--- config.mk ---
export PLATFORM = sky130hd
export DESIGN_NAME = wkc_ctrl
export DESIGN_NICKNAME = d
export VERILOG_FILES = /design/src/wkc_pkg.sv /design/src/wkc_ctrl.sv
export SDC_FILE = /design/constraint.sdc
export NUM_CORES = 1
export LEC_CHECK = 0
export BUFFER_PORTS_ARGS = -buffer_cell sky130_fd_sc_hd__buf_2
export CORE_ASPECT_RATIO = 0.7
export CORE_UTILIZATION = 57
export DETAILED_ROUTE_END_ITERATION = 7
export PLACE_DENSITY = 0.86
export REMOVE_ABC_BUFFERS = 1
export SETUP_SLACK_MARGIN = 0.4
export SYNTH_ARGS = -nofsm -noshare
export SYNTH_HDL_FRONTEND = slang
export SYNTH_SLANG_ARGS = --single-unit
--- constraint.sdc ---
create_clock -name CLK -period 3.4 [get_ports CLK]
set_input_delay 0.68 -clock CLK [delete_from_list [all_inputs] [get_ports CLK]]
set_output_delay 0.68 -clock CLK [all_outputs]
set_load 0.03 [all_outputs]
--- src/wkc_pkg.sv ---
// wkc_pkg: register map, field layout and timing constants of the wakeup comparator control.
// assumes a 20 MHz peripheral clock and a 32-bit Avalon-MM register port.
`default_nettype none
package wkc_pkg;
	localparam logic [11:0] OFF_START_TASK = 12'h000;
	localparam logic [11:0] OFF_STOP_TASK = 12'h004;
	localparam logic [11:0] OFF_SAMPLE_TASK = 12'h008;
	localparam logic [11:0] OFF_READY_EVENT = 12'h100;
	localparam logic [11:0] OFF_DOWNWARD_EVENT = 12'h104;
	localparam logic [11:0] OFF_UPWARD_EVENT = 12'h108;
	localparam logic [11:0] OFF_CROSSING_EVENT = 12'h10c;
	localparam logic [11:0] OFF_SHORTCUTS = 12'h200;
	localparam logic [11:0] OFF_INT_ENABLE = 12'h300;
	localparam logic [11:0] OFF_INT_ENABLE_SET = 12'h304;
	localparam logic [11:0] OFF_INT_ENABLE_CLEAR = 12'h308;
	localparam logic [11:0] OFF_COMPARE_RESULT = 12'h400;
	localparam logic [11:0] OFF_ENABLE = 12'h500;
	localparam logic [11:0] OFF_INPUT_PIN_SELECT = 12'h504;
	localparam logic [11:0] OFF_REFERENCE_SELECT = 12'h508;
	localparam logic [11:0] OFF_EXT_REFERENCE_SELECT = 12'h50c;
	localparam logic [11:0] OFF_WAKE_SOURCE_CONFIG = 12'h520;
	localparam logic [11:0] OFF_HYSTERESIS_ENABLE = 12'h538;
	localparam logic [11:0] OFF_STATUS = 12'h600;

	// event bit order inside the interrupt enable registers
	localparam int EV_READY = 0;
	localparam int EV_DOWN = 1;
	localparam int EV_UP = 2;
	localparam int EV_CROSSING_EVENT = 3;
	localparam int NUM_EVENTS = 4;

	// shortcut bit positions
	localparam int SC_READY_SAMPLE = 0;
	localparam int SC_READY_STOP = 1;
	localparam int SC_DOWN_STOP = 2;
	localparam int SC_UP_STOP = 3;
	localparam int SC_CROSSING_TO_STOP_LINK = 4;
	localparam int SC_WIDTH = 5;

	localparam int PSEL_WIDTH = 3;
	localparam int REFERENCE_SELECT_WIDTH = 4;
	localparam int WAKESEL_WIDTH = 2;

	// wake source encodings
	localparam logic [1:0] WAKE_CROSSING_EVENT = 2'h0;
	localparam logic [1:0] WAKE_UP = 2'h1;
	localparam logic [1:0] WAKE_DOWN = 2'h2;

	localparam logic [PSEL_WIDTH-1:0] PSEL_RESET = 3'h0;
	localparam logic [REFERENCE_SELECT_WIDTH-1:0] REFERENCE_SELECT_RESET = 4'h4;
	localparam logic [WAKESEL_WIDTH-1:0] WAKESEL_RESET = 2'h0;

	localparam int CLK_HZ = 20000000;
	localparam int STARTUP_US = 140;
	localparam int STARTUP_CYCLES = (STARTUP_US * (CLK_HZ / 1000000));
	localparam int STARTUP_CNT_WIDTH = 12;

	typedef enum logic [1:0] {ST_IDLE, ST_STARTING, ST_RUNNING} wkc_state_type;

	typedef struct packed {
		logic [PSEL_WIDTH-1:0] pin;
		logic [REFERENCE_SELECT_WIDTH-1:0] ref_sel;
		logic ext_ref;
		logic hysteresis_enable;
	} wkc_analog_cfg_type;
endpackage
`default_nettype wire

--- src/wkc_ctrl.sv ---
// wkc_ctrl: control of a low-power wakeup comparator; tasks, events, shortcuts, wake signal, registers.
// assumes an Avalon-MM master on CLK, the analog core output arriving asynchronously on CMP_OUT,
// and SRST pulsed by the power manager on wake from system-off.
//
// The implementer's own choice: the Avalon-MM interface to the registers.
`timescale 1ns/10ps
`default_nettype none
module wkc_ctrl #(
	parameter int STARTUP_CYCLES = wkc_pkg::STARTUP_CYCLES
) (
	input wire logic CLK, // 20 MHz peripheral clock
	input wire logic SRST, // synchronous reset, high; also pulsed on wake from system-off
	input wire logic [11:0] AVS_ADDRESS, // byte address
	input wire logic AVS_READ, // read request
	input wire logic AVS_WRITE, // write request
	input wire logic [31:0] AVS_WRITEDATA, // write data
	input wire logic [3:0] AVS_BYTEENABLE, // byte lanes
	output logic [31:0] AVS_READDATA, // read data
	output logic AVS_WAITREQUEST, // stall
	output logic [1:0] AVS_RESPONSE, // 00 ok, 10 slave error
	input wire logic CMP_OUT, // analog core output, asynchronous
	input wire logic SYSTEM_OFF, // power manager says system is off
	output logic CORE_ENABLE, // powers the analog core
	output logic PIN_CLAIM, // selected analog pins acquired
	output wkc_pkg::wkc_analog_cfg_type CORE_CFG, // pin, reference, hysteresis to the core
	output logic ANALOG_WAKE, // wake request to the power manager
	output logic IRQ // interrupt request
);
	logic cmp_meta_r, cmp_sync_r, cmp_prev_r;
	logic ack_r;
	wkc_pkg::wkc_state_type state_r;
	logic [wkc_pkg::STARTUP_CNT_WIDTH-1:0] cnt_r;
	logic [wkc_pkg::NUM_EVENTS-1:0] ev_r, inten_r;
	logic [wkc_pkg::SC_WIDTH-1:0] event_task_shortcuts_r;
	logic enable_r, result_r;
	wkc_pkg::wkc_analog_cfg_type cfg_r;
	logic [wkc_pkg::WAKESEL_WIDTH-1:0] wakesel_r;
	logic [31:0] rdata_nxt;
	logic mapped;
	logic wr, rd, wr_one;
	logic ready_pulse, up_pulse, down_pulse, crossing_event_pulse;
	logic start_trig, stop_trig, sample_trig;
	logic running;
	logic [wkc_pkg::NUM_EVENTS-1:0] ev_set, ev_clr;

	// one-cycle bus answer: waitrequest high in the first cycle of a request, low in the second
	assign wr = AVS_WRITE && ack_r;
	assign rd = AVS_READ && ack_r;
	assign wr_one = AVS_BYTEENABLE[0] && AVS_WRITEDATA[0];

	always_ff @(posedge CLK) begin
		if (SRST) begin
			ack_r <= 1'b0;
		end else begin
			ack_r <= (AVS_READ || AVS_WRITE) && !ack_r;
		end
	end

	always_ff @(posedge CLK) begin
		if (SRST) begin
			cmp_meta_r <= 1'b0;
			cmp_sync_r <= 1'b0;
			cmp_prev_r <= 1'b0;
		end else begin
			cmp_meta_r <= CMP_OUT;
			cmp_sync_r <= cmp_meta_r;
			cmp_prev_r <= cmp_sync_r;
		end
	end

	assign running = (state_r == wkc_pkg::ST_RUNNING);
	assign up_pulse = running && cmp_sync_r && !cmp_prev_r;
	assign down_pulse = running && !cmp_sync_r && cmp_prev_r;
	assign crossing_event_pulse = up_pulse || down_pulse;
	assign ready_pulse = (state_r == wkc_pkg::ST_STARTING)
		&& (cnt_r == wkc_pkg::STARTUP_CNT_WIDTH'(STARTUP_CYCLES - 1));

	assign start_trig = wr && (AVS_ADDRESS == wkc_pkg::OFF_START_TASK) && wr_one && enable_r;
	assign sample_trig = (wr && (AVS_ADDRESS == wkc_pkg::OFF_SAMPLE_TASK) && wr_one)
		|| (ready_pulse && event_task_shortcuts_r[wkc_pkg::SC_READY_SAMPLE]);
	assign stop_trig = (wr && (AVS_ADDRESS == wkc_pkg::OFF_STOP_TASK) && wr_one)
		|| (ready_pulse && event_task_shortcuts_r[wkc_pkg::SC_READY_STOP])
		|| (down_pulse && event_task_shortcuts_r[wkc_pkg::SC_DOWN_STOP])
		|| (up_pulse && event_task_shortcuts_r[wkc_pkg::SC_UP_STOP])
		|| (crossing_event_pulse && event_task_shortcuts_r[wkc_pkg::SC_CROSSING_TO_STOP_LINK]);

	// stop wins over a start in the same cycle
	always_ff @(posedge CLK) begin
		if (SRST) begin
			state_r <= wkc_pkg::ST_IDLE;
			cnt_r <= '0;
		end else if (stop_trig || !enable_r) begin
			state_r <= wkc_pkg::ST_IDLE;
			cnt_r <= '0;
		end else begin
			unique case (state_r)
				wkc_pkg::ST_IDLE: begin
					if (start_trig) begin
						state_r <= wkc_pkg::ST_STARTING;
						cnt_r <= '0;
					end
				end
				wkc_pkg::ST_STARTING: begin
					if (ready_pulse) begin
						state_r <= wkc_pkg::ST_RUNNING;
					end else begin
						cnt_r <= cnt_r + 1'b1;
					end
				end
				wkc_pkg::ST_RUNNING: begin
					state_r <= wkc_pkg::ST_RUNNING;
				end
			endcase
		end
	end

	always_ff @(posedge CLK) begin
		if (SRST) begin
			result_r <= 1'b0;
		end else if (sample_trig) begin
			result_r <= cmp_sync_r;
		end
	end

	// events are suppressed while the system is off; only the wake line moves then
	assign ev_set[wkc_pkg::EV_READY] = ready_pulse && !SYSTEM_OFF;
	assign ev_set[wkc_pkg::EV_DOWN] = down_pulse && !SYSTEM_OFF;
	assign ev_set[wkc_pkg::EV_UP] = up_pulse && !SYSTEM_OFF;
	assign ev_set[wkc_pkg::EV_CROSSING_EVENT] = crossing_event_pulse && !SYSTEM_OFF;

	genvar g;
	generate
		for (g = 0; g < wkc_pkg::NUM_EVENTS; g++) begin : g_ev
			assign ev_clr[g] = wr && (AVS_ADDRESS == (wkc_pkg::OFF_READY_EVENT + 12'(4 * g)))
				&& AVS_BYTEENABLE[0] && !AVS_WRITEDATA[0];
			always_ff @(posedge CLK) begin
				if (SRST) begin
					ev_r[g] <= 1'b0;
				end else if (ev_set[g]) begin
					ev_r[g] <= 1'b1;
				end else if (ev_clr[g]) begin
					ev_r[g] <= 1'b0;
				end
			end
		end
	endgenerate

	always_ff @(posedge CLK) begin
		if (SRST) begin
			inten_r <= '0;
		end else if (wr && AVS_BYTEENABLE[0] && (AVS_ADDRESS == wkc_pkg::OFF_INT_ENABLE_SET)) begin
			inten_r <= inten_r | AVS_WRITEDATA[wkc_pkg::NUM_EVENTS-1:0];
		end else if (wr && AVS_BYTEENABLE[0] && (AVS_ADDRESS == wkc_pkg::OFF_INT_ENABLE_CLEAR)) begin
			inten_r <= inten_r & ~AVS_WRITEDATA[wkc_pkg::NUM_EVENTS-1:0];
		end else if (wr && AVS_BYTEENABLE[0] && (AVS_ADDRESS == wkc_pkg::OFF_INT_ENABLE)) begin
			inten_r <= AVS_WRITEDATA[wkc_pkg::NUM_EVENTS-1:0];
		end
	end

	// configuration; all state returns to reset values on SRST, which the wake from system-off drives
	always_ff @(posedge CLK) begin
		if (SRST) begin
			event_task_shortcuts_r <= '0;
			enable_r <= 1'b0;
			cfg_r.pin <= wkc_pkg::PSEL_RESET;
			cfg_r.ref_sel <= wkc_pkg::REFERENCE_SELECT_RESET;
			cfg_r.ext_ref <= 1'b0;
			cfg_r.hysteresis_enable <= 1'b0;
			wakesel_r <= wkc_pkg::WAKESEL_RESET;
		end else if (wr && AVS_BYTEENABLE[0]) begin
			unique case (AVS_ADDRESS)
				wkc_pkg::OFF_SHORTCUTS: event_task_shortcuts_r <= AVS_WRITEDATA[wkc_pkg::SC_WIDTH-1:0];
				wkc_pkg::OFF_ENABLE: enable_r <= AVS_WRITEDATA[0];
				wkc_pkg::OFF_INPUT_PIN_SELECT: cfg_r.pin <= AVS_WRITEDATA[wkc_pkg::PSEL_WIDTH-1:0];
				wkc_pkg::OFF_REFERENCE_SELECT: cfg_r.ref_sel <= AVS_WRITEDATA[wkc_pkg::REFERENCE_SELECT_WIDTH-1:0];
				wkc_pkg::OFF_EXT_REFERENCE_SELECT: cfg_r.ext_ref <= AVS_WRITEDATA[0];
				wkc_pkg::OFF_WAKE_SOURCE_CONFIG: wakesel_r <= AVS_WRITEDATA[wkc_pkg::WAKESEL_WIDTH-1:0];
				wkc_pkg::OFF_HYSTERESIS_ENABLE: cfg_r.hysteresis_enable <= AVS_WRITEDATA[0];
				default: event_task_shortcuts_r <= event_task_shortcuts_r;
			endcase
		end
	end

	// outputs to core and power manager; pins are claimed and config latched while enabled
	always_ff @(posedge CLK) begin
		if (SRST) begin
			CORE_ENABLE <= 1'b0;
			PIN_CLAIM <= 1'b0;
			CORE_CFG <= '0;
			ANALOG_WAKE <= 1'b0;
			IRQ <= 1'b0;
		end else begin
			CORE_ENABLE <= enable_r && (state_r != wkc_pkg::ST_IDLE || SYSTEM_OFF);
			PIN_CLAIM <= enable_r;
			if (!PIN_CLAIM) begin
				CORE_CFG <= cfg_r;
			end
			unique case (wakesel_r)
				wkc_pkg::WAKE_UP: ANALOG_WAKE <= up_pulse && SYSTEM_OFF;
				wkc_pkg::WAKE_DOWN: ANALOG_WAKE <= down_pulse && SYSTEM_OFF;
				default: ANALOG_WAKE <= crossing_event_pulse && SYSTEM_OFF;
			endcase
			IRQ <= |(ev_r & inten_r);
		end
	end

	always_comb begin
		mapped = 1'b1;
		rdata_nxt = '0;
		unique case (AVS_ADDRESS)
			wkc_pkg::OFF_START_TASK, wkc_pkg::OFF_STOP_TASK, wkc_pkg::OFF_SAMPLE_TASK: rdata_nxt = '0;
			wkc_pkg::OFF_READY_EVENT: rdata_nxt[0] = ev_r[wkc_pkg::EV_READY];
			wkc_pkg::OFF_DOWNWARD_EVENT: rdata_nxt[0] = ev_r[wkc_pkg::EV_DOWN];
			wkc_pkg::OFF_UPWARD_EVENT: rdata_nxt[0] = ev_r[wkc_pkg::EV_UP];
			wkc_pkg::OFF_CROSSING_EVENT: rdata_nxt[0] = ev_r[wkc_pkg::EV_CROSSING_EVENT];
			wkc_pkg::OFF_SHORTCUTS: rdata_nxt[wkc_pkg::SC_WIDTH-1:0] = event_task_shortcuts_r;
			wkc_pkg::OFF_INT_ENABLE, wkc_pkg::OFF_INT_ENABLE_SET, wkc_pkg::OFF_INT_ENABLE_CLEAR:
				rdata_nxt[wkc_pkg::NUM_EVENTS-1:0] = inten_r;
			wkc_pkg::OFF_COMPARE_RESULT: rdata_nxt[0] = result_r;
			wkc_pkg::OFF_ENABLE: rdata_nxt[0] = enable_r;
			wkc_pkg::OFF_INPUT_PIN_SELECT: rdata_nxt[wkc_pkg::PSEL_WIDTH-1:0] = cfg_r.pin;
			wkc_pkg::OFF_REFERENCE_SELECT: rdata_nxt[wkc_pkg::REFERENCE_SELECT_WIDTH-1:0] = cfg_r.ref_sel;
			wkc_pkg::OFF_EXT_REFERENCE_SELECT: rdata_nxt[0] = cfg_r.ext_ref;
			wkc_pkg::OFF_WAKE_SOURCE_CONFIG: rdata_nxt[wkc_pkg::WAKESEL_WIDTH-1:0] = wakesel_r;
			wkc_pkg::OFF_HYSTERESIS_ENABLE: rdata_nxt[0] = cfg_r.hysteresis_enable;
			wkc_pkg::OFF_STATUS: rdata_nxt[2:0] = {cmp_sync_r, running, state_r == wkc_pkg::ST_STARTING};
			default: mapped = 1'b0;
		endcase
	end

	always_ff @(posedge CLK) begin
		if (SRST) begin
			AVS_READDATA <= '0;
			AVS_RESPONSE <= 2'h0;
			AVS_WAITREQUEST <= 1'b1;
		end else begin
			AVS_WAITREQUEST <= !((AVS_READ || AVS_WRITE) && !ack_r && !AVS_WAITREQUEST ? 1'b0 :
				((AVS_READ || AVS_WRITE) && !ack_r));
			AVS_READDATA <= (AVS_READ && !ack_r) ? rdata_nxt : 32'h0;
			AVS_RESPONSE <= ((AVS_READ || AVS_WRITE) && !ack_r && !mapped) ? 2'h2 : 2'h0;
		end
	end
endmodule // wkc_ctrl
`default_nettype wire

==> out/metrics.json, run 1 <==
{
  "clocking": {
    "path_clk_slew_ps": 70,
    "cts_resized": 0,
    "cts_buffer_depth": 2,
    "ctsRootBufferMaster": "clkbuf_8",
    "cts.sink_count": 64,
    "tritoncts_clock_tree": "done",
    "htree_num_levels": 3,
    "holdBufCountCts": 0,
    "insertion_delay_ps": 360,
    "cts_buffers": 9,
    "post-cts-setup-buffers": 0
  },
  "floorplanning": {
    "fp.dieW_um": 97.2,
    "die_area_um2": 6670,
    "die_y_um": 68.6,
    "num_io_pins": 102,
    "initial_utilization_pct": 61.0,
    "rows": 23,
    "placeableCoreArea_um2": 5930
  },
  "yosys": {
    "synth_top_cell_by_area": "dfxtp_1",
    "postSynthRegisterBits": 64,
    "yosysUniqueCellTypes": 64,
    "yosysWarningCount": 0,
    "synthesis.area_um2": 3610,
    "prevailing_post_synth_register_cell": "dfxtp_1",
    "synth_area_leaders": "dfxtp_1, buf_4, nand2_1",
    "synth.avg_cell_area_um2": 8.27,
    "async_set_or_reset_flop_fraction_in_the_synthesized_netlist_pct": 0,
    "post_synth_inst_count": 437,
    "synth-edff-count": 0,
    "synth_largest_type_area_fraction_pct": 35.5,
    "synth_seq_area_share_pct": 35.5
  },
  "setup_path": {
    "critical_path.max_stage_delay_ps": 500,
    "timing.setup.critical_path_class": "input port to flip-flop",
    "crit_path_max_fanout": 13,
    "critPathLaunchType": "input port",
    "timing.reg2reg.worst_path_depth": 5,
    "worst-r2r-setup-slack_ps": 1060,
    "r2r-end": "cnt_r[9]",
    "crit_required_ps": 3620,
    "critical_path.slowest_cell": "nor4_1",
    "critPathArrivalTime_ps": 2570,
    "crit_path_end_kind": "flip-flop",
    "critical_path.cell_chain": "buf_2 -> nor4_1 -> nand4_1 -> a2bb2oi_1 -> a2111oi_0 -> nor3_1",
    "r2r-start": "cnt_r[5]"
  },
  "global_routing": {
    "grt_pass1_wl_mm": 14.8,
    "vias_in_the_first_global_route": 2942,
    "grt_antenna_before_repair": 0,
    "grt_ovf": 0,
    "grt_max_degree": 40,
    "grt_total_usage_pct": 28.9
  },
  "final_layout": {
    "final_layout_size_suffix_gt1_share_pct": 16.6,
    "fill_cells": 514,
    "antenna_cells_inserted": 0,
    "layout.cells.most_common": "dfxtp_1",
    "layout.nets": 530,
    "areaGrowthSynthToFinish_pct": 8.62,
    "most-common-layout-cells": "dfxtp_1, nand2_1, buf_2, nor2_1, a21oi_1",
    "final_core_util_pct": 66.2,
    "multiInputGateArea_um2": 2070,
    "regArea_um2": 1280
  },
  "route": {
    "total_drc_errors_in_the_routed_layout": 0,
    "viasPerCell": 6.23,
    "num_vias": 3429,
    "wirelength_met1_mm": 4.29,
    "highest_layer": "met4",
    "route.detailed.wl_per_inst_um": 17.0,
    "finalWirelength_mm": 9.33,
    "drt_iter0_drc": 347,
    "met2_wirelength_mm": 3.98,
    "route.met3.wl_um": 975,
    "detailedRoute.firstPassIterationCount": 6,
    "final_antenna_net_count": 0
  },
  "placed_design": {
    "place.gp.congestion": 0.918,
    "io_buffer_count": 43,
    "hpwl_mm": 6.58
  },
  "job": {
    "max-cap-violations": 0
  },
  "power_and_ir_drop": {
    "power.density_cell_area_nw_per_um2": 393,
    "leakage_nw": 1.41,
    "vdd_ir_drop_max_v": 0.000320
  },
  "min_path": {
    "hold_depth": 1,
    "whs_endpoint": "AVS_WAITREQUEST",
    "worstHoldPathType": "flip-flop to flip-flop",
    "min_from": "AVS_WAITREQUEST"
  },
  "timing": {
    "fin_tns_setup_ps": 0,
    "slew_headroom_pct": 44.0,
    "fmaxAchievable_ghz": 0.426,
    "final_period_minus_worst_setup_slack_ps": 2350,
    "worst_pin_slew_ps": 836,
    "finalHoldViolations": 0,
    "final_slew_violations": 0,
    "finalSetupViolCount": 0,
    "clock_skew_ps": 7.28,
    "post-route-period-util_pct": 69.1,
    "rsz0062_at_grt": "false"
  },
  "status": {
    "run_status": "finished clean"
  }
}
[state kept, by name (all words and copies together) (netlist names), 2 cells and up]
name	cells
event_task_shortcuts_r	5
wakesel_r	2
cnt_r	12
CORE_CFG	9
cfg_r	9
state_r	2
inten_r	4
AVS_READDATA	5
ev_r	4
[per-layer routing]
metal / track usage, % / vias to the layer above
li1: - / 1609
met1: 40.6 / 1608
met2: 43.0 / 201
met3: 8.77 / 11
met4: 8.02 / 0
met5: 0 / -
[power by group]
group | leakage [nW] | switching (mW) | internal [mW]
Combinational | 0.790 | 0.103 | 0.0275
Clock | 0.103 | 0.318 | 0.339
Sequential | 0.517 | 0.00256 | 0.754
[worst max-delay path: cells and delay by family]
family / cells / cell delay (ps)
simple gates: 3 / 920
compound gates: 2 / 800
buf+inv: 1 / 170
[worst max path at each step]
| stage | from | endpoint | slack [ps] |
|---|---|---|---|
| 6_report | AVS_ADDRESS[8] | cnt_r[9] | 1050 |
| 3_5_place_dp | AVS_ADDRESS[10] | AVS_READDATA[1] | 720 |
| 5_1_grt | AVS_ADDRESS[9] | cnt_r[9] | 820 |
| 2_1_floorplan | AVS_ADDRESS[9] | ev_r[1] | 1170 |
| 4_1_cts | AVS_ADDRESS[10] | AVS_READDATA[1] | 1080 |
| 3_3_place_gp | AVS_ADDRESS[10] | AVS_READDATA[1] | 740 |
[cells by family (layout without fill, tap and decap cells)]
family / after synthesis / in the layout / share of synthesized area (%)
adders and majority gates: 6 / 6 / 2.08
muxes: 17 / 17 / 4.74
AOI/OAI and AO/OA: 95 / 95 / 17.2
DFF: 64 / 64 / 35.5
buffers and inverters: 64 / 75 / 10.0
and+or+nand+nor: 190 / 190 / 30.4
other: 1 / 28 / 0.104
[Yosys cell counts, types with 3 or more instances]
master	n
a211oi_1	3
or3b_2	3
nand2_1	43
o31ai_1	4
a31oi_1	3
mux2i_1	16
nand3b_1	5
nor3b_1	5
and3_1	9
a311oi_1	4
nand4_1	8
dfxtp_1	64
ha_1	6
nor3_2	3
inv_1	14
o21ai_0	16
and4_1	5
nor4_1	7
nand2b_1	5
a21oi_1	30
a22oi_1	5
o211ai_1	6
nor2b_1	7
buf_4	28
clkbuf_1	17
or4_1	3
nor2_1	32
or4b_2	3
a222oi_1	3
o21a_1	7
nor3_1	5
nand3_1	28
[cell type report]
| class | instances | area share [%] |
|---|---|---|
| clock inverters | 7 | 1.82 |
| multi-input cells | 336 | 52.8 |
| clock buffers | 9 | 3.16 |
| inverters | 14 | 1.34 |
| flip-flops and latches | 64 | 32.6 |
| well taps | 75 | 2.39 |
| repair buffers | 45 | 5.87 |
[stage by stage]
step           power (mW)  hold slack (ps)  instance area, um^2  setup WS (ps)  instances
6_report             1.54              381                 3930           1050        550
5_1_grt              1.60              397                 3930            822        550
4_1_cts              1.55              385                 3930           1080        550
3_5_place_dp        0.901              369                 3730            722        534
3_3_place_gp        0.899              363                 3730            736        534
2_1_floorplan       0.847              414                 3410           1170        414
No activity file was read; power rests on OpenSTA's default activity.
==> run 2, diff against run 1 <==
ABC_AREA = 1   (was default)
CORE_UTILIZATION = 53   (was 57)
PLACE_DENSITY = 0.8   (was 0.86)
clock period = 2.2 ns   (was 3.4 ns; I/O delays follow)
==> out/metrics.json, run 2 <==
{
  "yosys": {
    "post_synth_most_frequent_cells": "nand2_1, nor2_1, inv_1, dfxtp_1, nand3_1",
    "async_set_or_reset_flop_fraction_in_the_synthesized_netlist": {"value": 0, "unit": "%", "change": "unchanged"},
    "synth_area_leaders": "dfxtp_1, nand2_1, nor2_1",
    "postSynthRegisterBits": {"value": 64, "change": "unchanged"},
    "synth_top_cell_by_area": "dfxtp_1",
    "prevailing_post_synth_register_cell": "dfxtp_1",
    "yosysMostFrequentCell": "nand2_1",
    "synth_largest_type_area_fraction": {"value": 33.8, "unit": "%", "change": "-1.6 points"},
    "synthesis.area": {"value": 3790, "unit": "um^2", "change": "+4.8%"},
    "yosysWarningCount": {"value": 0, "change": "unchanged"},
    "post_synth_inst_count": {"value": 564, "change": "+29%"},
    "yosysUniqueCellTypes": {"value": 42, "change": "-34%"},
    "synth-edff-count": {"value": 0, "change": "unchanged"},
    "synth.avg_cell_area": {"value": 6.72, "unit": "um^2", "change": "-19%"},
    "synth_seq_area_share": {"value": 33.8, "unit": "%", "change": "-1.6 points"}
  },
  "min_path": {
    "worstHoldPathType": "input port to flip-flop"
  },
  "setup_path": {
    "r2r-start": "state_r[1]",
    "crit_path_end_kind": "flip-flop",
    "crit_required": {"value": 2450, "unit": "ps", "change": "-1170 ps"},
    "critical_path.slowest_cell": "dfxtp_1",
    "worst-r2r-setup-slack": {"value": 530, "unit": "ps", "change": "-530 ps"},
    "timing.setup.critical_path_class": "flip-flop to flip-flop",
    "critPathLaunchType": "flip-flop",
    "startpoint": "state_r[1]",
    "timing.reg2reg.worst_path_depth": {"value": 9, "change": "+4"},
    "r2r-end": "cnt_r[0]",
    "crit_path_max_fanout": {"value": 15, "change": "+2"},
    "critical_path.max_stage_delay": {"value": 400, "unit": "ps", "change": "-100 ps"},
    "critical_path.cell_chain": "inv_1 -> ha_2 -> or2_2 -> nand2_1 -> inv_2 -> nand2_8 -> nand2_1 -> nand2_1 -> nor2_1",
    "critPathArrivalTime": {"value": 1920, "unit": "ps", "change": "-650 ps"},
    "setup.worst_path.end": "cnt_r[0]",
    "path_delay_family": "simple AND/OR/NAND/NOR gates",
    "cp_depth": {"value": 9, "change": "+3"},
    "critical_path.most_common_cell": "nand2_1",
    "worstPathBufferInverterCount": {"value": 2, "change": "+1"}
  },
  "timing": {
    "final_period_minus_worst_setup_slack_ps": 1670,
    "fin_tns_setup": {"value": 0, "unit": "ps", "change": "unchanged"},
    "worst_pin_slew": {"value": 544, "unit": "ps", "change": "-292 ps"},
    "slew_headroom": {"value": 63.6, "unit": "%", "change": "+20 points"},
    "clock_skew": {"value": 8.75, "unit": "ps", "change": "+1.48 ps"},
    "post-route-period-util_pct": 75.8,
    "final_slew_violations": {"value": 0, "change": "unchanged"},
    "finalSetupViolCount": {"value": 0, "change": "unchanged"},
    "fmaxAchievable_ghz": 0.599,
    "finalHoldViolations": {"value": 0, "change": "unchanged"},
    "rsz0062_at_grt": "false"
  },
  "floorplanning": {
    "initial_utilization": {"value": 55.6, "unit": "%", "change": "-5.4 points"},
    "die_area": {"value": 7500, "unit": "um^2", "change": "+12%"},
    "fp.dieW": {"value": 103, "unit": "um", "change": "+6.1%"},
    "rows": {"value": 25, "change": "+8.7%"},
    "placeableCoreArea": {"value": 6820, "unit": "um^2", "change": "+15%"},
    "die_y": {"value": 72.7, "unit": "um", "change": "+6.0%"},
    "num_io_pins": {"value": 102, "change": "unchanged"}
  },
  "final_layout": {
    "antenna_cells_inserted": {"value": 0, "change": "unchanged"},
    "areaGrowthSynthToFinish_pct": 14.7,
    "layout.nets": {"value": 678, "change": "+28%"},
    "most-common-layout-cells": "nand2_1, nor2_1, inv_1, dfxtp_1, nand3_1",
    "fill_cells": {"value": 628, "change": "+22%"},
    "max_reg_flops": {"value": 12, "change": "unchanged"},
    "layout_top_registers": "cnt_r: 12 flops, CORE_CFG: 9 flops, cfg_r: 9 flops",
    "postLayoutCellArea": {"value": 4340, "unit": "um^2", "change": "+11%"},
    "largest-register": "cnt_r",
    "final_layout_size_suffix_gt1_share": {"value": 18.6, "unit": "%", "change": "+2.0 points"},
    "layout.cells.most_common": "nand2_1"
  },
  "global_routing": {
    "grt_max_degree": {"value": 16, "change": "-60%"},
    "grt_pass1_wl": {"value": 15.7, "unit": "mm", "change": "+6.0%"},
    "grt_total_usage": {"value": 27.8, "unit": "%", "change": "-1.1 points"},
    "grt_ovf": {"value": 0, "change": "unchanged"},
    "grt_antenna_before_repair": {"value": 0, "change": "unchanged"},
    "vias_in_the_first_global_route": {"value": 3240, "change": "+10%"}
  },
  "route": {
    "total_drc_errors_in_the_routed_layout": {"value": 0, "change": "unchanged"},
    "finalWirelength": {"value": 9.82, "unit": "mm", "change": "+5.3%"},
    "final_antenna_net_count": {"value": 0, "change": "unchanged"},
    "viasPerCell": {"value": 5.27, "change": "-16%"},
    "num_vias": {"value": 3776, "change": "+10%"},
    "drt_iter0_drc": {"value": 375, "change": "+8.1%"},
    "detailedRoute.firstPassIterationCount": {"value": 5, "change": "-1"},
    "route.detailed.wl_per_inst": {"value": 13.7, "unit": "um", "change": "-19%"}
  },
  "clocking": {
    "ctsRootBufferMaster": "clkbuf_8",
    "tritoncts_clock_tree": "done",
    "path_clk_slew": {"value": 70, "unit": "ps", "change": "about the same"},
    "htree_num_levels": {"value": 3, "change": "unchanged"},
    "insertion_delay": {"value": 350, "unit": "ps", "change": "about the same"},
    "holdBufCountCts": {"value": 0, "change": "unchanged"},
    "cts_buffer_depth": {"value": 2, "change": "unchanged"},
    "cts_buffers": {"value": 9, "change": "unchanged"},
    "cts.sink_count": {"value": 64, "change": "unchanged"}
  },
  "status": {
    "run_status": "finished clean"
  },
  "placed_design": {
    "io_buffer_count": {"value": 43, "change": "unchanged"},
    "hpwl": {"value": 7.51, "unit": "mm", "change": "+14%"},
    "placed_area": {"value": 4010, "unit": "um^2", "change": "+7.6%"},
    "place.gp.congestion": {"value": 0.977, "change": "+6.5%"}
  },
  "power_and_ir_drop": {
    "power.density_cell_area": {"value": 604, "unit": "nW/um^2", "change": "+54%"},
    "vdd_ir_drop_max": {"value": 0.000429, "unit": "V", "change": "+34%"},
    "leakage": {"value": 1.95, "unit": "nW", "change": "+38%"}
  },
  "job": {
    "max-cap-violations": {"value": 0, "change": "unchanged"}
  }
}
[run 2: cell types whose count changed after synthesis, sizes merged, moves of 6 or more]
cell | previous run | this run
o21ai | 17 | 26
inv | 14 | 75
mux2i | 16 | 0
nand4 | 8 | 14
nor4 | 9 | 2
o21a | 7 | 0
nor2 | 32 | 94
nand2 | 43 | 121
a21oi | 30 | 41
nor2b | 7 | 0
nand3 | 28 | 50
clkbuf | 17 | 3
and3 | 9 | 0
[run 2: worst min-delay path by stage]
stage	startpoint	end	slack, ps	cells after the start
2_1_floorplan	cmp_meta_r	cmp_sync_r	390	2
3_3_place_gp	AVS_WAITREQUEST	AVS_WAITREQUEST	370	1
3_5_place_dp	AVS_WAITREQUEST	AVS_WAITREQUEST	370	1
4_1_cts	CMP_OUT	cmp_meta_r	290	3
5_1_grt	CMP_OUT	cmp_meta_r	310	3
6_report	CMP_OUT	cmp_meta_r	290	3
[run 2: metrics by stage]
| stage | hold WS [ps] | cells | setup slack (ps) | utilization (%) | total power, mW |
|---|---|---|---|---|---|
| after floorplan | 388 | 553 | 576 | - | 1.33 |
| after global placement | 372 | 698 | 293 | 58.8 | 1.40 |
| after detailed placement | 374 | 698 | 273 | 58.8 | 1.41 |
| after CTS | 295 | 716 | 392 | 62.8 | 2.63 |
| after global routing | 308 | 717 | 402 | 63.7 | 2.70 |
| final | 292 | 717 | 532 | 63.7 | 2.62 |
[run 2: timing repair]
action / CTS / global route
pin swaps: 1 / 3
resized for setup: 3 / 6
endpoints found under the setup margin: 14 / 14
setup buffers: 2 / 1
[run 2: area by class of cell]
type | instances | area [um^2] | share of cell area (%)
Tap cell | 94 | 118 | 2.71
Clock inverter | 7 | 120 | 2.76
Clock buffer | 9 | 124 | 2.85
Sequential cell | 64 | 1280 | 29.5
Timing Repair Buffer | 54 | 310 | 7.14
Multi-Input combinational cell | 412 | 2100 | 48.3
Inverter | 77 | 293 | 6.74
[run 2: where the power goes]
part / switching, mW / internal [mW]
clock: 0.488 / 0.753
combinational: 0.166 / 0.0448
sequential: 0.00608 / 1.17
[run 2: routing by layer]
metal | track usage [%] | share of wire [%]
met3 | 7.38 | 11
met5 | 0 | 0
met1 | 42.0 | 49
met4 | 8.29 | 0.91
met2 | 38.1 | 39
[run 2: cells by family (layout without fill, tap and decap cells)]
kind of cell             Yosys count  after routing  synth area share (%)
buffers and inverters            115            147                  14.8
XOR/XNOR                           5              5                  1.16
adder cells (fa/ha/maj)            6              6                  1.98
flip-flops                        64             64                  33.8
other                              1             28                0.0990
AO/OA/AOI/OAI                     79             79                  12.1
AND/OR/NAND/NOR                  294            294                  36.1
[run 2: worst register-to-register path: stages (launching register included)]
cell     delay [ps]
dfxtp_1         400
inv_1            90
ha_2            270
or2_2           300
nand2_1          80
inv_2           120
nand2_8         150
nand2_1          70
nand2_1          60
nor2_1           40
==> run 3, diff against run 2 <==
ABC_AREA = 0   (was 1)
CORE_UTILIZATION = 47   (was 53)
PLACE_DENSITY = 0.76   (was 0.8)
clock period = 1.4 ns   (was 2.2 ns; I/O delays follow)
==> out/metrics.json, run 3 (same netlist as run 1, synthesis figures left out) <==
{
  "setup_path": {
    "critPathLaunchType": "input port",
    "crit_path_max_fanout": {"value": 5, "change": "-10"},
    "critical_path.slowest_cell": "or4_4",
    "r2r-start": "cnt_r[0]",
    "startpoint": "AVS_ADDRESS[4]",
    "timing.setup.critical_path_class": "input port to flip-flop",
    "critical_path.max_stage_delay": {"value": 620, "unit": "ps", "change": "+220 ps"},
    "crit_path_end_kind": "flip-flop",
    "critical_path.cell_chain": "buf_8 -> or4_4 -> nor4b_4 -> a22oi_2 -> a311oi_2",
    "crit_required": {"value": 1640, "unit": "ps", "change": "-810 ps"},
    "critPathArrivalTime": {"value": 2030, "unit": "ps", "change": "+110 ps"}
  },
  "final_layout": {
    "multiInputGateArea": {"value": 2690, "unit": "um^2", "change": "+28%"},
    "most-common-layout-cells": "buf_4, buf_6, dfxtp_1, nand2_1",
    "layout.nets": {"value": 671, "change": "-1.0%"},
    "layout_top_registers": "cnt_r: 12 flops, CORE_CFG: 9 flops, cfg_r: 9 flops",
    "layout.cells.most_common": "buf_4",
    "max_reg_flops": {"value": 12, "change": "unchanged"},
    "largest-register": "cnt_r",
    "areaGrowthSynthToFinish_pct": 67.1,
    "fill_cells": {"value": 412, "change": "-34%"},
    "final_layout_size_suffix_gt1_share": {"value": 56.7, "unit": "%", "change": "+38 points"},
    "antenna_cells_inserted": {"value": 0, "change": "unchanged"},
    "regArea": {"value": 1320, "unit": "um^2", "change": "+2.8%"}
  },
  "timing": {
    "worst_hold_slack": {"value": 136, "unit": "ps", "change": "-156 ps"},
    "finalSetupViolCount": {"value": 46, "change": "+46"},
    "final_period_minus_worst_setup_slack_ps": 1790,
    "fmaxAchievable_ghz": 0.559,
    "final_slew_violations": {"value": 0, "change": "unchanged"},
    "worst_pin_slew": {"value": 556, "unit": "ps", "change": "+12.3 ps"},
    "slew_headroom": {"value": 62.9, "unit": "%", "change": "-0.69 points"},
    "clock_skew": {"value": 11.8, "unit": "ps", "change": "+3.02 ps"},
    "rsz0062_at_grt": "true",
    "finalHoldViolations": {"value": 0, "change": "unchanged"},
    "post-route-period-util_pct": 128,
    "worst_slack": {"value": -390, "unit": "ps", "change": "-922 ps"}
  },
  "power_and_ir_drop": {
    "power.net_switching": {"value": 1.18, "unit": "mW", "change": "+79%"},
    "comb_power_share": {"value": 13.5, "unit": "%", "change": "+5.5 points"},
    "clock_power_share": {"value": 41.6, "unit": "%", "change": "-5.7 points"},
    "p_total": {"value": 4.09, "unit": "mW", "change": "+56%"},
    "power.density_cell_area": {"value": 678, "unit": "nW/um^2", "change": "+12%"},
    "netSwitchingFraction": {"value": 28.8, "unit": "%", "change": "+3.6 points"},
    "vdd_ir_drop_max": {"value": 0.000465, "unit": "V", "change": "+8.4%"},
    "cell_internal_pwr": {"value": 2.91, "unit": "mW", "change": "+48%"},
    "share_seq_of_total_power": {"value": 44.9, "unit": "%", "change": "+0.2 points"},
    "leakage": {"value": 2.37, "unit": "nW", "change": "+22%"}
  },
  "route": {
    "drt_iter0_drc": {"value": 499, "change": "+33%"},
    "finalWirelength": {"value": 15.6, "unit": "mm", "change": "+58%"},
    "num_vias": {"value": 4451, "change": "+18%"},
    "viasPerCell": {"value": 6.23, "change": "+18%"},
    "final_antenna_net_count": {"value": 0, "change": "unchanged"},
    "detailedRoute.firstPassIterationCount": {"value": 7, "change": "+2"},
    "total_drc_errors_in_the_routed_layout": {"value": 0, "change": "unchanged"},
    "route.detailed.wl_per_inst": {"value": 21.8, "unit": "um", "change": "+59%"}
  },
  "clocking": {
    "htree_num_levels": {"value": 3, "change": "unchanged"},
    "cts_buffer_depth": {"value": 2, "change": "unchanged"},
    "insertion_delay": {"value": 360, "unit": "ps", "change": "about the same"},
    "path_clk_slew": {"value": 80, "unit": "ps", "change": "about the same"},
    "tritoncts_clock_tree": "done",
    "cts_buffers": {"value": 9, "change": "unchanged"},
    "ctsRootBufferMaster": "clkbuf_8",
    "cts.sink_count": {"value": 64, "change": "unchanged"},
    "holdBufCountCts": {"value": 0, "change": "unchanged"}
  },
  "global_routing": {
    "grt_max_degree": {"value": 30, "change": "+14"},
    "grt_pass1_wl": {"value": 20.4, "unit": "mm", "change": "+30%"},
    "grt_ovf": {"value": 0, "change": "unchanged"},
    "vias_in_the_first_global_route": {"value": 3968, "change": "+22%"},
    "grt_antenna_before_repair": {"value": 0, "change": "unchanged"},
    "grt_total_usage": {"value": 33.4, "unit": "%", "change": "+5.6 points"}
  },
  "floorplanning": {
    "rows": {"value": 26, "change": "+4.0%"},
    "num_io_pins": {"value": 102, "change": "unchanged"},
    "placeableCoreArea": {"value": 7380, "unit": "um^2", "change": "+8.3%"},
    "die_y": {"value": 75.4, "unit": "um", "change": "+3.6%"},
    "die_area": {"value": 8050, "unit": "um^2", "change": "+7.4%"},
    "initial_utilization": {"value": 48.9, "unit": "%", "change": "-6.6 points"},
    "fp.dieW": {"value": 107, "unit": "um", "change": "+3.6%"}
  },
  "placed_design": {
    "place.gp.congestion": {"value": 1.00, "change": "+2.6%"},
    "io_buffer_count": {"value": 43, "change": "unchanged"},
    "dp_slack": {"value": -690, "unit": "ps", "change": "-963 ps"},
    "hpwl": {"value": 8.39, "unit": "mm", "change": "+12%"}
  },
  "status": {
    "run_status": "finished, violations left",
    "violated_checks": "setup timing"
  },
  "min_path": {
    "min_from": "CMP_OUT",
    "worstHoldPathType": "input port to flip-flop"
  },
  "job": {
    "max-cap-violations": {"value": 0, "change": "unchanged"}
  }
}
## run 3: changes by cell type in the layout (fill, tap and decap cells not counted), moves of 26 or more
| cell | previous run | this run |
|---|---|---|
| buf_6 | 0 | 51 |
| nor2_1 | 77 | 28 |
| inv_1 | 66 | 10 |
| a21oi_1 | 38 | 12 |
| dfxtp_1 | 64 | 37 |
| nand2_1 | 116 | 36 |
| nand3_1 | 46 | 7 |
| buf_2 | 43 | 15 |
| buf_4 | 10 | 110 |
| dfxtp_2 | 0 | 26 |
## run 3: final timing paths
| kind | depth (start not counted) | end | slack [ps] |
|---|---|---|---|
| setup / recovery | 5 | AVS_READDATA[1] | -390 |
| setup reg to reg | 6 | cnt_r[9] | -380 |
| hold / removal | 2 | cmp_meta_r | 140 |
| hold reg to reg | 1 | cmp_sync_r | 460 |
## run 3: area by class of cell
type                       instances  share of cell area (%)
multi-input combinational        336                    44.6
timing repair buffer             186                    27.2
sequential                        64                    21.8
clock buffer                      10                    2.28
tap                               98                    2.03
clock inverter                     6                    1.12
inverter                          14                   0.912
## run 3: power groups by stage
stage / logic [mW] / registers [mW] / clock network [mW]
6_report: 0.551 / 1.84 / 1.70
5_1_grt: 0.572 / 1.84 / 1.79
4_1_cts: 0.473 / 1.84 / 1.69
3_5_place_dp: 0.383 / 1.88 / 0
3_3_place_gp: 0.377 / 1.88 / 0
2_1_floorplan: 0.166 / 1.89 / 0
## run 3: timing repair
| action | 4_1_cts | 5_1_grt |
|---|---|---|
| pin swaps | 45 | 36 |
| setup buffers | 24 | 21 |
| gates resized for setup | 181 | 90 |
| setup endpoints to repair | 74 | 75 |
| cloned | 0 | 1 |
## run 3: layer usage
metal  routed length, um  vias up  part of all wire (%)  global-route usage, %
met5                   0        -                     0                      0
met4                 724        0                   4.7                   12.8
met3                1730       86                    11                   8.38
met2                7040      328                    45                   52.4
met1                6050     2140                    39                   44.9
li1                    -     1897                     -                      -
## run 3: through the flow
step           instance area (um^2)  utilization (%)  setup TNS, ps  cells
2_1_floorplan                  3410                -         -14220    414
3_3_place_gp                   4480             60.7         -23890    652
3_5_place_dp                   4480             60.7         -25660    652
4_1_cts                        5490             74.3          -5880    692
5_1_grt                        6040             81.8         -11780    714
6_report                       6040             81.8          -9510    714
## run 3: critical path: cells and delay by family
kind	cells	cell delay (ps)
compound gates	2	560
buf+inv	1	100
simple gates	2	1080
